## src/verilog/chp_pkg.sv

```systemverilog
// Constants, register map and types of the charger host register port
package chp_pkg;
    // Target address D6h in 8-bit form, 6Bh as 7 bits
    localparam logic [6:0] TGT_ADDR = 7'h6B;
    // Byte addresses of the low byte of each word
    localparam logic [7:0] A_OPT0 = 8'h00;
    localparam logic [7:0] A_CHG = 8'h02;
    localparam logic [7:0] A_MCV = 8'h04;
    localparam logic [7:0] A_ROV = 8'h06;
    localparam logic [7:0] A_IIN = 8'h08;
    localparam logic [7:0] A_VIN = 8'h0A;
    localparam logic [7:0] A_STAT = 8'h20;
    localparam logic [7:0] A_HOT = 8'h22;
    localparam logic [7:0] A_OPT1 = 8'h30;
    localparam logic [7:0] A_OPT2 = 8'h32;
    localparam logic [7:0] A_OPT3 = 8'h34;
    localparam logic [7:0] A_HOT0 = 8'h36;
    localparam logic [7:0] A_HOT1 = 8'h38;
    localparam logic [7:0] A_ADC = 8'h3A;
    // Word indices of the writable words
    localparam logic [3:0] I_OPT0 = 4'h0;
    localparam logic [3:0] I_CHG = 4'h1;
    localparam logic [3:0] I_MCV = 4'h2;
    localparam logic [3:0] I_ROV = 4'h3;
    localparam logic [3:0] I_IIN = 4'h4;
    localparam logic [3:0] I_VIN = 4'h5;
    localparam logic [3:0] I_OPT1 = 4'h6;
    localparam logic [3:0] I_OPT2 = 4'h7;
    localparam logic [3:0] I_OPT3 = 4'h8;
    localparam logic [3:0] I_HOT0 = 4'h9;
    localparam logic [3:0] I_HOT1 = 4'hA;
    localparam logic [3:0] I_ADC = 4'hB;
    localparam logic [3:0] NUM_W = 4'hC;
    // Reset values
    localparam logic [15:0] RST_OPT0 = 16'hE70E;
    localparam logic [15:0] RST_SET = 16'h0000;
    localparam logic [15:0] RST_OPT1 = 16'h0211;
    localparam logic [15:0] RST_OPT2 = 16'h02B7;
    localparam logic [15:0] RST_OPT3 = 16'h0030;
    localparam logic [15:0] RST_HOT0 = 16'h4A65;
    localparam logic [15:0] RST_HOT1 = 16'h81A0;
    localparam logic [15:0] RST_ADC = 16'h2000;
    localparam logic [15:0] RST_HOTST = 16'hA800;
    // Field positions
    localparam int LOWPWR_BIT = 15;
    localparam int ADC_EN_BIT = 14;
    localparam int THR_LSB = 10;
    localparam int THR_W = 6;
    localparam int DCHG_FLAG = 3;
    localparam int THR_STEP_SHIFT = 9;
    localparam logic [16:0] THR_OFS_MA = 17'h00080;
    // Two-byte watchdog
    localparam int unsigned PAIR_WDOG_MS = 5000;
    localparam int unsigned CLK_KHZ = 100000;
    localparam int unsigned PAIR_WDOG_CYC = PAIR_WDOG_MS * CLK_KHZ;
    localparam logic [3:0] BYTE_BITS = 4'h8;
    typedef enum logic [3:0] {
        ST_IDLE = 4'b0000,
        ST_ADDR = 4'b0001,
        ST_AACK = 4'b0011,
        ST_REG = 4'b0010,
        ST_RACK = 4'b0110,
        ST_WR = 4'b0111,
        ST_WACK = 4'b0101,
        ST_RD = 4'b0100,
        ST_RDACK = 4'b1100
    } chp_state_type;
    typedef enum logic [2:0] {
        CH_BAT, CH_SYS, CH_CHG, CH_DCHG, CH_IIN, CH_SYSTEM_POWER_CHANNEL, CH_BUS, CH_CMP
    } chp_chan_type;
endpackage

```

## src/verilog/chp_port.sv

```systemverilog
// I2C register port, option and alert registers, converter sequencing
`timescale 1ns/10ps
// Summary of operation
// - Undefined register address gets NACK and the port returns to idle.
// - Several data bytes per transaction are accepted on writes and reads.
// - Five settings are each two byte registers forming one value.
// - Both bytes of a setting update together after the high byte.
// - A high byte without a prior low byte is discarded.
// - Low and high byte too far apart in time are both discarded.
// - Disabled alert sources no longer set their alert status flag.
// - Disabled alert sources no longer pull the alert pin low.
// - Discharge alert fires above threshold of 512 mA steps plus 128 mA.
// - Converter channels run battery, system, charge, discharge, input on.
// - Converter stays off while the device is in low power mode.
// - Enabling the converter on battery only leaves low power mode.
// - Target answers at address D6h, standard and fast mode.
// - Seven bit address plus direction bit, zero write, one read.
module chp_port
    import chp_pkg::*;
#(
    parameter int unsigned WDOG_CYC = PAIR_WDOG_CYC
) (
    input wire logic sys_clk_in, // 100 MHz clock
    input wire logic nrst_in, // Synchronous reset, active low
    input wire logic scl_in, // Bus clock pin level
    input wire logic sda_in, // Bus data pin level
    output logic sda_oe_n_out, // Low pulls data line low
    input wire logic [15:0] charger_status_in, // Status word bits
    input wire logic [7:0] alert_events_in, // Raw alert sources
    input wire logic [15:0] discharge_ma_in, // Discharge current, mA
    input wire logic battery_only_in, // No adapter present
    input wire logic converter_done_in, // Channel conversion done
    output logic converter_enable_out, // Converter running
    output logic [2:0] converter_channel_out, // Channel now converted
    output logic processor_hot_alert_oe_n_out, // Low pulls alert low
    output logic low_power_out, // Low power mode
    output logic [15:0] charge_current_setting_out, // Setting
    output logic [15:0] max_charge_voltage_setting_out, // Setting
    output logic [15:0] input_current_limit_setting_out, // Setting
    output logic [15:0] reverse_output_voltage_setting_out, // Setting
    output logic [15:0] input_voltage_setting_out // Setting
);
    localparam int SW = 27;
    logic [SW-1:0] s1_q;
    logic [SW-1:0] s2_q;
    logic [1:0] s3_q;
    logic scl_s;
    logic sda_s;
    logic batt_s;
    logic [15:0] stat_s;
    logic [7:0] ev_s;
    logic rise;
    logic fall;
    logic start;
    logic stop;

    chp_state_type st_q, st_d;
    logic [3:0] cnt_q, cnt_d;
    logic [7:0] sh_q, sh_d;
    logic [7:0] ptr_q, ptr_d;
    logic rw_q, rw_d;
    logic oe_q, oe_d;
    logic wr_en;
    logic rd_clr;

    logic [15:0] regs_q [NUM_W];
    logic [15:0] regs_d [NUM_W];
    logic [7:0] lo_q, lo_d;
    logic [3:0] pidx_q, pidx_d;
    logic pend_q, pend_d;
    logic [31:0] wd_q, wd_d;
    logic [7:0] hot_q, hot_d;
    logic alert_q, alert_d;
    logic cen_q, cen_d;
    chp_chan_type ch_q, ch_d;
    logic [7:0] ev;
    logic dchg_hit;

    // Two flops before any reader of bus, battery, status and alert pins; edges look at stages two and three only
    always_ff @(posedge sys_clk_in) begin
        if (!nrst_in) begin
            // Bus pins idle high, other inputs low: no false alert
            s1_q <= {2'b11, {(SW-2){1'b0}}};
            s2_q <= {2'b11, {(SW-2){1'b0}}};
            s3_q <= 2'b11;
        end else begin
            s1_q <= {scl_in, sda_in, battery_only_in, charger_status_in,
                     alert_events_in};
            s2_q <= s1_q;
            s3_q <= s2_q[SW-1:SW-2];
        end
    end

    assign scl_s = s2_q[SW-1];
    assign sda_s = s2_q[SW-2];
    assign batt_s = s2_q[SW-3];
    assign stat_s = s2_q[23:8];
    assign ev_s = s2_q[7:0];
    assign rise = scl_s & ~s3_q[1];
    assign fall = ~scl_s & s3_q[1];
    assign start = scl_s & s3_q[1] & ~sda_s & s3_q[0];
    assign stop = scl_s & s3_q[1] & sda_s & ~s3_q[0];

    function automatic logic [3:0] widx(input logic [7:0] a);
        case (a & 8'hFE)
            A_OPT0: widx = I_OPT0;
            A_CHG: widx = I_CHG;
            A_MCV: widx = I_MCV;
            A_ROV: widx = I_ROV;
            A_IIN: widx = I_IIN;
            A_VIN: widx = I_VIN;
            A_OPT1: widx = I_OPT1;
            A_OPT2: widx = I_OPT2;
            A_OPT3: widx = I_OPT3;
            A_HOT0: widx = I_HOT0;
            A_HOT1: widx = I_HOT1;
            A_ADC: widx = I_ADC;
            default: widx = NUM_W;
        endcase
    endfunction

    function automatic logic is_ro(input logic [7:0] a);
        is_ro = ((a & 8'hFE) == A_STAT) || ((a & 8'hFE) == A_HOT);
    endfunction

    function automatic logic is_pair(input logic [3:0] i);
        is_pair = (i >= I_CHG) && (i <= I_VIN);
    endfunction

    function automatic logic [7:0] rd_byte(input logic [7:0] a);
        logic [15:0] w;
        w = 16'h0000;
        if (widx(a) != NUM_W)
            w = regs_q[widx(a)];
        else if ((a & 8'hFE) == A_STAT)
            w = stat_s;
        else if ((a & 8'hFE) == A_HOT)
            w = {RST_HOTST[15:8], hot_q};
        rd_byte = a[0] ? w[15:8] : w[7:0];
    endfunction

    // Bus target state machine
    always_comb begin
        logic [7:0] rd_b;
        rd_b = rd_byte(ptr_q);
        st_d = st_q;
        cnt_d = cnt_q;
        sh_d = sh_q;
        ptr_d = ptr_q;
        rw_d = rw_q;
        oe_d = oe_q;
        wr_en = 1'b0;
        rd_clr = 1'b0;
        if (start) begin
            st_d = ST_ADDR;
            cnt_d = 4'h0;
            oe_d = 1'b1;
        end else if (stop) begin
            st_d = ST_IDLE;
            oe_d = 1'b1;
        end else begin
            case (st_q)
                ST_ADDR, ST_REG, ST_WR: begin
                    if (rise) begin
                        sh_d = {sh_q[6:0], sda_s};
                        cnt_d = cnt_q + 4'h1;
                    end else if (fall && cnt_q == BYTE_BITS) begin
                        cnt_d = 4'h0;
                        oe_d = 1'b0;
                        if (st_q == ST_ADDR) begin
                            rw_d = sh_q[0];
                            st_d = ST_AACK;
                            if (sh_q[7:1] != TGT_ADDR) begin
                                oe_d = 1'b1;
                                st_d = ST_IDLE;
                            end
                        end else if (st_q == ST_REG) begin
                            ptr_d = sh_q;
                            st_d = ST_RACK;
                            if (widx(sh_q) == NUM_W && !is_ro(sh_q)) begin
                                oe_d = 1'b1;
                                st_d = ST_IDLE;
                            end
                        end else if (widx(ptr_q) == NUM_W && !is_ro(ptr_q))
                        begin
                            oe_d = 1'b1;
                            st_d = ST_IDLE;
                        end else begin
                            wr_en = 1'b1;
                            ptr_d = ptr_q + 8'h01;
                            st_d = ST_WACK;
                        end
                    end
                end
                ST_AACK, ST_RACK, ST_WACK: begin
                    if (fall) begin
                        oe_d = 1'b1;
                        st_d = (st_q == ST_AACK) ? ST_REG : ST_WR;
                        if (st_q == ST_AACK && rw_q) begin
                            sh_d = {rd_b[6:0], 1'b0};
                            oe_d = rd_b[7];
                            rd_clr = ((ptr_q & 8'hFE) == A_HOT);
                            ptr_d = ptr_q + 8'h01;
                            cnt_d = 4'h1;
                            st_d = ST_RD;
                        end
                    end
                end
                ST_RD: begin
                    if (fall) begin
                        if (cnt_q == BYTE_BITS) begin
                            oe_d = 1'b1;
                            st_d = ST_RDACK;
                        end else begin
                            oe_d = sh_q[7];
                            sh_d = {sh_q[6:0], 1'b0};
                            cnt_d = cnt_q + 4'h1;
                        end
                    end
                end
                ST_RDACK: begin
                    if (rise && sda_s) begin
                        st_d = ST_IDLE;
                    end else if (fall) begin
                        // Multi-byte read continues on the next byte
                        sh_d = {rd_b[6:0], 1'b0};
                        oe_d = rd_b[7];
                        rd_clr = ((ptr_q & 8'hFE) == A_HOT);
                        ptr_d = ptr_q + 8'h01;
                        cnt_d = 4'h1;
                        st_d = ST_RD;
                    end
                end
                default: begin
                    oe_d = 1'b1;
                end
            endcase
        end
    end

    always_ff @(posedge sys_clk_in) begin
        if (!nrst_in) begin
            st_q <= ST_IDLE;
            cnt_q <= 4'h0;
            sh_q <= 8'h00;
            ptr_q <= 8'h00;
            rw_q <= 1'b0;
            oe_q <= 1'b1;
        end else begin
            st_q <= st_d;
            cnt_q <= cnt_d;
            sh_q <= sh_d;
            ptr_q <= ptr_d;
            rw_q <= rw_d;
            oe_q <= oe_d;
        end
    end

    // Discharge alert compare; threshold is sign-free, 17 bits wide
    assign dchg_hit = {1'b0, discharge_ma_in} >
        (({11'h000, regs_q[I_HOT1][THR_LSB +: THR_W]} << THR_STEP_SHIFT)
         + THR_OFS_MA);
    always_comb begin
        ev = ev_s;
        ev[DCHG_FLAG] = dchg_hit;
        ev = ev & regs_q[I_HOT1][7:0];
    end

    // Register file, two-byte staging, alert and converter control
    always_comb begin
        logic [3:0] wi;
        wi = widx(ptr_q);
        regs_d = regs_q;
        lo_d = lo_q;
        pidx_d = pidx_q;
        pend_d = pend_q;
        wd_d = pend_q ? wd_q + 32'h1 : 32'h0;
        if (pend_q && wd_q >= WDOG_CYC - 1)
            pend_d = 1'b0;
        // A new event wins over the clear by read
        hot_d = (rd_clr ? 8'h00 : hot_q) | ev;
        if (wr_en && wi != NUM_W) begin
            pend_d = 1'b0;
            if (is_pair(wi)) begin
                if (!ptr_q[0]) begin
                    lo_d = sh_q;
                    pidx_d = wi;
                    pend_d = 1'b1;
                    wd_d = 32'h0;
                end else if (pend_q && pidx_q == wi
                             && wd_q < WDOG_CYC - 1) begin
                    regs_d[wi] = {sh_q, lo_q};
                end
            end else if (ptr_q[0]) begin
                regs_d[wi][15:8] = sh_q;
            end else begin
                regs_d[wi][7:0] = sh_q;
            end
            if (wi == I_ADC && regs_d[I_ADC][ADC_EN_BIT] && batt_s)
                regs_d[I_OPT0][LOWPWR_BIT] = 1'b0;
        end else if (wr_en) begin
            pend_d = 1'b0;
        end
        alert_d = ~|ev;
        cen_d = regs_q[I_ADC][ADC_EN_BIT]
            & ~regs_q[I_OPT0][LOWPWR_BIT];
        ch_d = ch_q;
        if (!cen_q)
            ch_d = CH_BAT;
        else if (converter_done_in)
            ch_d = chp_chan_type'(ch_q + 3'h1);
    end

    always_ff @(posedge sys_clk_in) begin
        if (!nrst_in) begin
            regs_q[I_OPT0] <= RST_OPT0;
            regs_q[I_CHG] <= RST_SET;
            regs_q[I_MCV] <= RST_SET;
            regs_q[I_ROV] <= RST_SET;
            regs_q[I_IIN] <= RST_SET;
            regs_q[I_VIN] <= RST_SET;
            regs_q[I_OPT1] <= RST_OPT1;
            regs_q[I_OPT2] <= RST_OPT2;
            regs_q[I_OPT3] <= RST_OPT3;
            regs_q[I_HOT0] <= RST_HOT0;
            regs_q[I_HOT1] <= RST_HOT1;
            regs_q[I_ADC] <= RST_ADC;
            lo_q <= 8'h00;
            pidx_q <= I_OPT0;
            pend_q <= 1'b0;
            wd_q <= 32'h0;
            hot_q <= RST_HOTST[7:0];
            alert_q <= 1'b1;
            cen_q <= 1'b0;
            ch_q <= CH_BAT;
        end else begin
            regs_q <= regs_d;
            lo_q <= lo_d;
            pidx_q <= pidx_d;
            pend_q <= pend_d;
            wd_q <= wd_d;
            hot_q <= hot_d;
            alert_q <= alert_d;
            cen_q <= cen_d;
            ch_q <= ch_d;
        end
    end

    assign sda_oe_n_out = oe_q;
    assign processor_hot_alert_oe_n_out = alert_q;
    assign converter_enable_out = cen_q;
    assign converter_channel_out = ch_q;
    assign low_power_out = regs_q[I_OPT0][LOWPWR_BIT];
    assign charge_current_setting_out = regs_q[I_CHG];
    assign max_charge_voltage_setting_out = regs_q[I_MCV];
    assign input_current_limit_setting_out = regs_q[I_IIN];
    assign reverse_output_voltage_setting_out = regs_q[I_ROV];
    assign input_voltage_setting_out = regs_q[I_VIN];
endmodule

```

## config.mk

```make
export PLATFORM = sky130hd
export DESIGN_NAME = chp_port
export DESIGN_NICKNAME = d
export VERILOG_FILES = /design/src/verilog/chp_pkg.sv /design/src/verilog/chp_port.sv
export SDC_FILE = /design/constraint.sdc
export NUM_CORES = 1
export LEC_CHECK = 0
export BUFFER_PORTS_ARGS = -buffer_cell sky130_fd_sc_hd__clkbuf_2
export CAP_MARGIN = 20
export CORE_MARGIN = 10
export CORE_UTILIZATION = 45
export DETAILED_ROUTE_END_ITERATION = 12
export PLACE_DENSITY = 0.64
export SETUP_SLACK_MARGIN = 0.4
export SLEW_MARGIN = 20
export SYNTH_ARGS = -nofsm -noshare
export SYNTH_HDL_FRONTEND = slang
export SYNTH_SLANG_ARGS = --single-unit
```

## constraint.sdc

```tcl
create_clock -name sys_clk_in -period 9.25 [get_ports sys_clk_in]
set_clock_uncertainty 0.2 [all_clocks]
set_input_delay 0.4625 -clock sys_clk_in [delete_from_list [all_inputs] [get_ports sys_clk_in]]
set_output_delay 0.4625 -clock sys_clk_in [all_outputs]
set_load 0.01 [all_outputs]
```

==> metrics.txt <==
I/O Pins=133; Multi-input gate area=0.00814 mm2; number of global-route vias before repair=13.5k; most common flop cell mapped by yosys=dfxtp_1; synth warn=0; Longest Clk Path Bufs=3; Setup TNS Final=0 ns; Reg area=0.00661 mm2; ant diodes=0; PortBufs=131; Starting Density=45.9%; first-pass GRT wire length=78,800 um; worst slew pin tran=1.10 ns; Post CTS Setup Buffer Count=0; Die W=208 um; DP Worst Slack=4.83 ns; Detail Route Antenna Nets=0; ys async rst share=0%; Final HPWL DP=34,900 um; synthesized flop and latch total=330; fin util=51.2%; syn nets=1,911; max capacitance violation total=0; Nets=1,924; hold depth=3; post-layout minimum cycle time=4.49 ns; clk_lat worst skew=0.53 ns; library cells used by synthesis=83; Via density=5.98; critical path's slowest cell=dfxtp_1; 1st-iter DRT viols=1,405; critical path arrival=4.73 ns; CP peak stage delay=0.87 ns; num rows=68; PwrDens=195 mW/mm2; leakage power total=7.22 nW; total number of vias=14.1k; syn_area_per_cell=8.59 um2; htree depth=2; Root Driver=clkbuf_16; Final setup viols=0; overall global routing resource usage=22.4%; Critical Path Fanout Max=25; clock-pin slew on the worst setup and hold paths=0.06 ns; GPL Wtd Cong=0.945; P&R area growth vs syn=11.5%; grt total ovfl=0; fin crit share=48.6%; worst setup margin=4.76 ns; core area=0.0347 mm2; Inserted Clock Buffers=37; Die Y=208 um; # resized after CTS=0; DP Cell Count=2,257; Sink Count=330; delay-heaviest family, CP=simple AND/OR/NAND/NOR gates; Mapped Cells=1,854; worst-path cell chain=nor4b_1 > o21ai_4 > xnor2_1 > or4_4 > o21ai_2 > nand3_1 > mux2i_1; final hold vios=0; R2R depth=7; Peak Freq=223 MHz; CTS tree=done; status=finished, final reports clean; post-synthesis sequential area ratio=41.5%; WL per Instance=21.6 um; initial antenna violation count=0; kind of critical path=reg2reg; Max VDD drop=0.000113 V; Buf/Inv on CP=0; CP required=9.49 ns; number of enable flip-flop cells after synthesis=0; Cell Area, Synth=0.0159 mm2; worst min path class=in2reg; Setup crit end kind=flip-flop; fin. max-slew vios=0; crit path launch type=flip-flop; post-route insts no fill=2,351; Die Area=0.0433 mm2; RSZ-0062 raised after global routing=no; Levels on crit path=7; Slew headroom=26.7%; layout cells sized above 1=14.5%; largest net degree at the start of global routing=89; drt pass-1 iters=5; Post-Route WL=50,800 um; # fillers=3,302; # DRC=0
[cell usage in the layout, fill, tap and decap left out, types with 10 or more instances in the layout]
master,count
nor2_1,148
nand3b_1,10
xnor2_1,20
xor2_1,19
a21oi_1,125
o211ai_1,14
dfxtp_1,329
nand2b_1,17
and2_1,57
nor2b_1,11
a22oi_1,10
o21ai_0,81
mux4_2,10
inv_1,21
nor3_1,33
a31oi_1,17
nand2_1,240
and3_1,23
a211oi_1,65
dlygate4sd3_1,26
ha_1,11
clkbuf_2,130
mux2i_1,122
nand3_1,45
nand4_1,17
o22ai_1,13
clkbuf_16,39
o221ai_1,10
nor4_1,10
buf_4,28
[path summary, 6_finish.rpt]
check	startpoint	end	slack, ns
worst min register to register	s1_q[26]	s2_q[26]	0.21
worst max register to register	ptr_q[2]	regs_q[9]	4.76
worst min-delay path	converter_done_in	converter_channel_out[0]	0.03
worst max-delay path	ptr_q[2]	regs_q[9]	4.76
[metal layers]
layer	share of wire, %	vias to the layer above	GRT usage (%)
li1	-	6567	-
met5	0	-	0
met2	47	621	36.6
met4	4.5	0	10.3
met3	7.5	136	3.86
met1	41	6742	28.2
[layout make-up]
| cell class | count | area share, % |
|---|---|---|
| Clock buffer | 54 | 6.15 |
| Timing Repair Buffer | 185 | 6.38 |
| Clock inverter | 14 | 0.740 |
| Tap cell | 455 | 3.21 |
| Sequential cell | 330 | 37.2 |
| Inverter | 22 | 0.465 |
| Multi-Input combinational cell | 1291 | 45.9 |
[power breakdown]
part	switching (mW)	internal [mW]	leakage [nW]
sequential	0.0526	1.45	2.67
clock	0.595	0.880	0.611
combinational	0.333	0.153	3.94
[stage by stage]
stage / hold slack (ns) / total power [mW] / cell area, um2
finish: 0.0317 / 3.46 / 17800
global route: 0.0646 / 3.57 / 17800
CTS: 0.0171 / 3.47 / 17800
detailed placement: 0.196 / 1.99 / 16300
global placement: 0.197 / 1.99 / 16300
floorplan: 0.186 / 1.81 / 15900
[cell usage after synthesis (all sizes together) (7+ instances only)]
library cell	instances	share of area [%]
nand3	51	1.8
nand2	240	5.7
nor2b	11	0.43
a211oi	66	3.1
xnor2	20	1.1
nor3	38	1.2
mux2	7	0.49
dfxtp	330	41
o21ai	84	2.7
nor2	149	3.5
mux2i	122	7.7
a211o	8	0.44
a22oi	10	0.47
a311oi	7	0.38
o221ai	10	0.55
o22ai	13	0.51
inv	22	0.52
ha	11	0.86
clkbuf	107	2.5
nand2b	17	0.67
nand4	21	0.98
and3	23	0.90
xor2	19	1.0
and2	58	2.3
nand3b	10	0.47
buf	104	4.6
a21boi	12	0.57
a221oi	9	0.49
a31oi	17	0.67
o211ai	14	0.66
mux4	10	1.4
nor4	10	0.39
a21oi	125	3.9
[tightest hold or removal path: stages]
cell and delay [ns]:
clkbuf_2 0.12, xnor2_1 0.07, nor2_1 0.07
[state kept, by name, summed over array words and instances (netlist names), 2 cells and up]
register and count:
charge_current_setting_out 16, cnt_q 4, converter_channel_out 3, hot_q 8, input_current_limit_setting_out 16, input_voltage_setting_out 16
lo_q 8, max_charge_voltage_setting_out 16, pidx_q 4, ptr_q 8, regs_q 111, reverse_output_voltage_setting_out 16
s1_q 26, s2_q 26, s3_q 2, sh_q 8, st_q 4, wd_q 32
[cells by family after synthesis]
logic type | share of synthesized area (%)
mux | 9.58
flops | 41.5
buf+inv | 7.64
fa+ha+maj | 0.864
compound gates | 18.0
simple gates | 20.3
xor+xnor | 2.14
[what timing repair did]
action / 4_1_cts / 5_1_grt
hold buffers: 26 / 0
setup endpoints to repair: 0 / 0
endpoints found under the hold margin: 26 / 0
No activity file was read; power rests on OpenSTA's default activity.
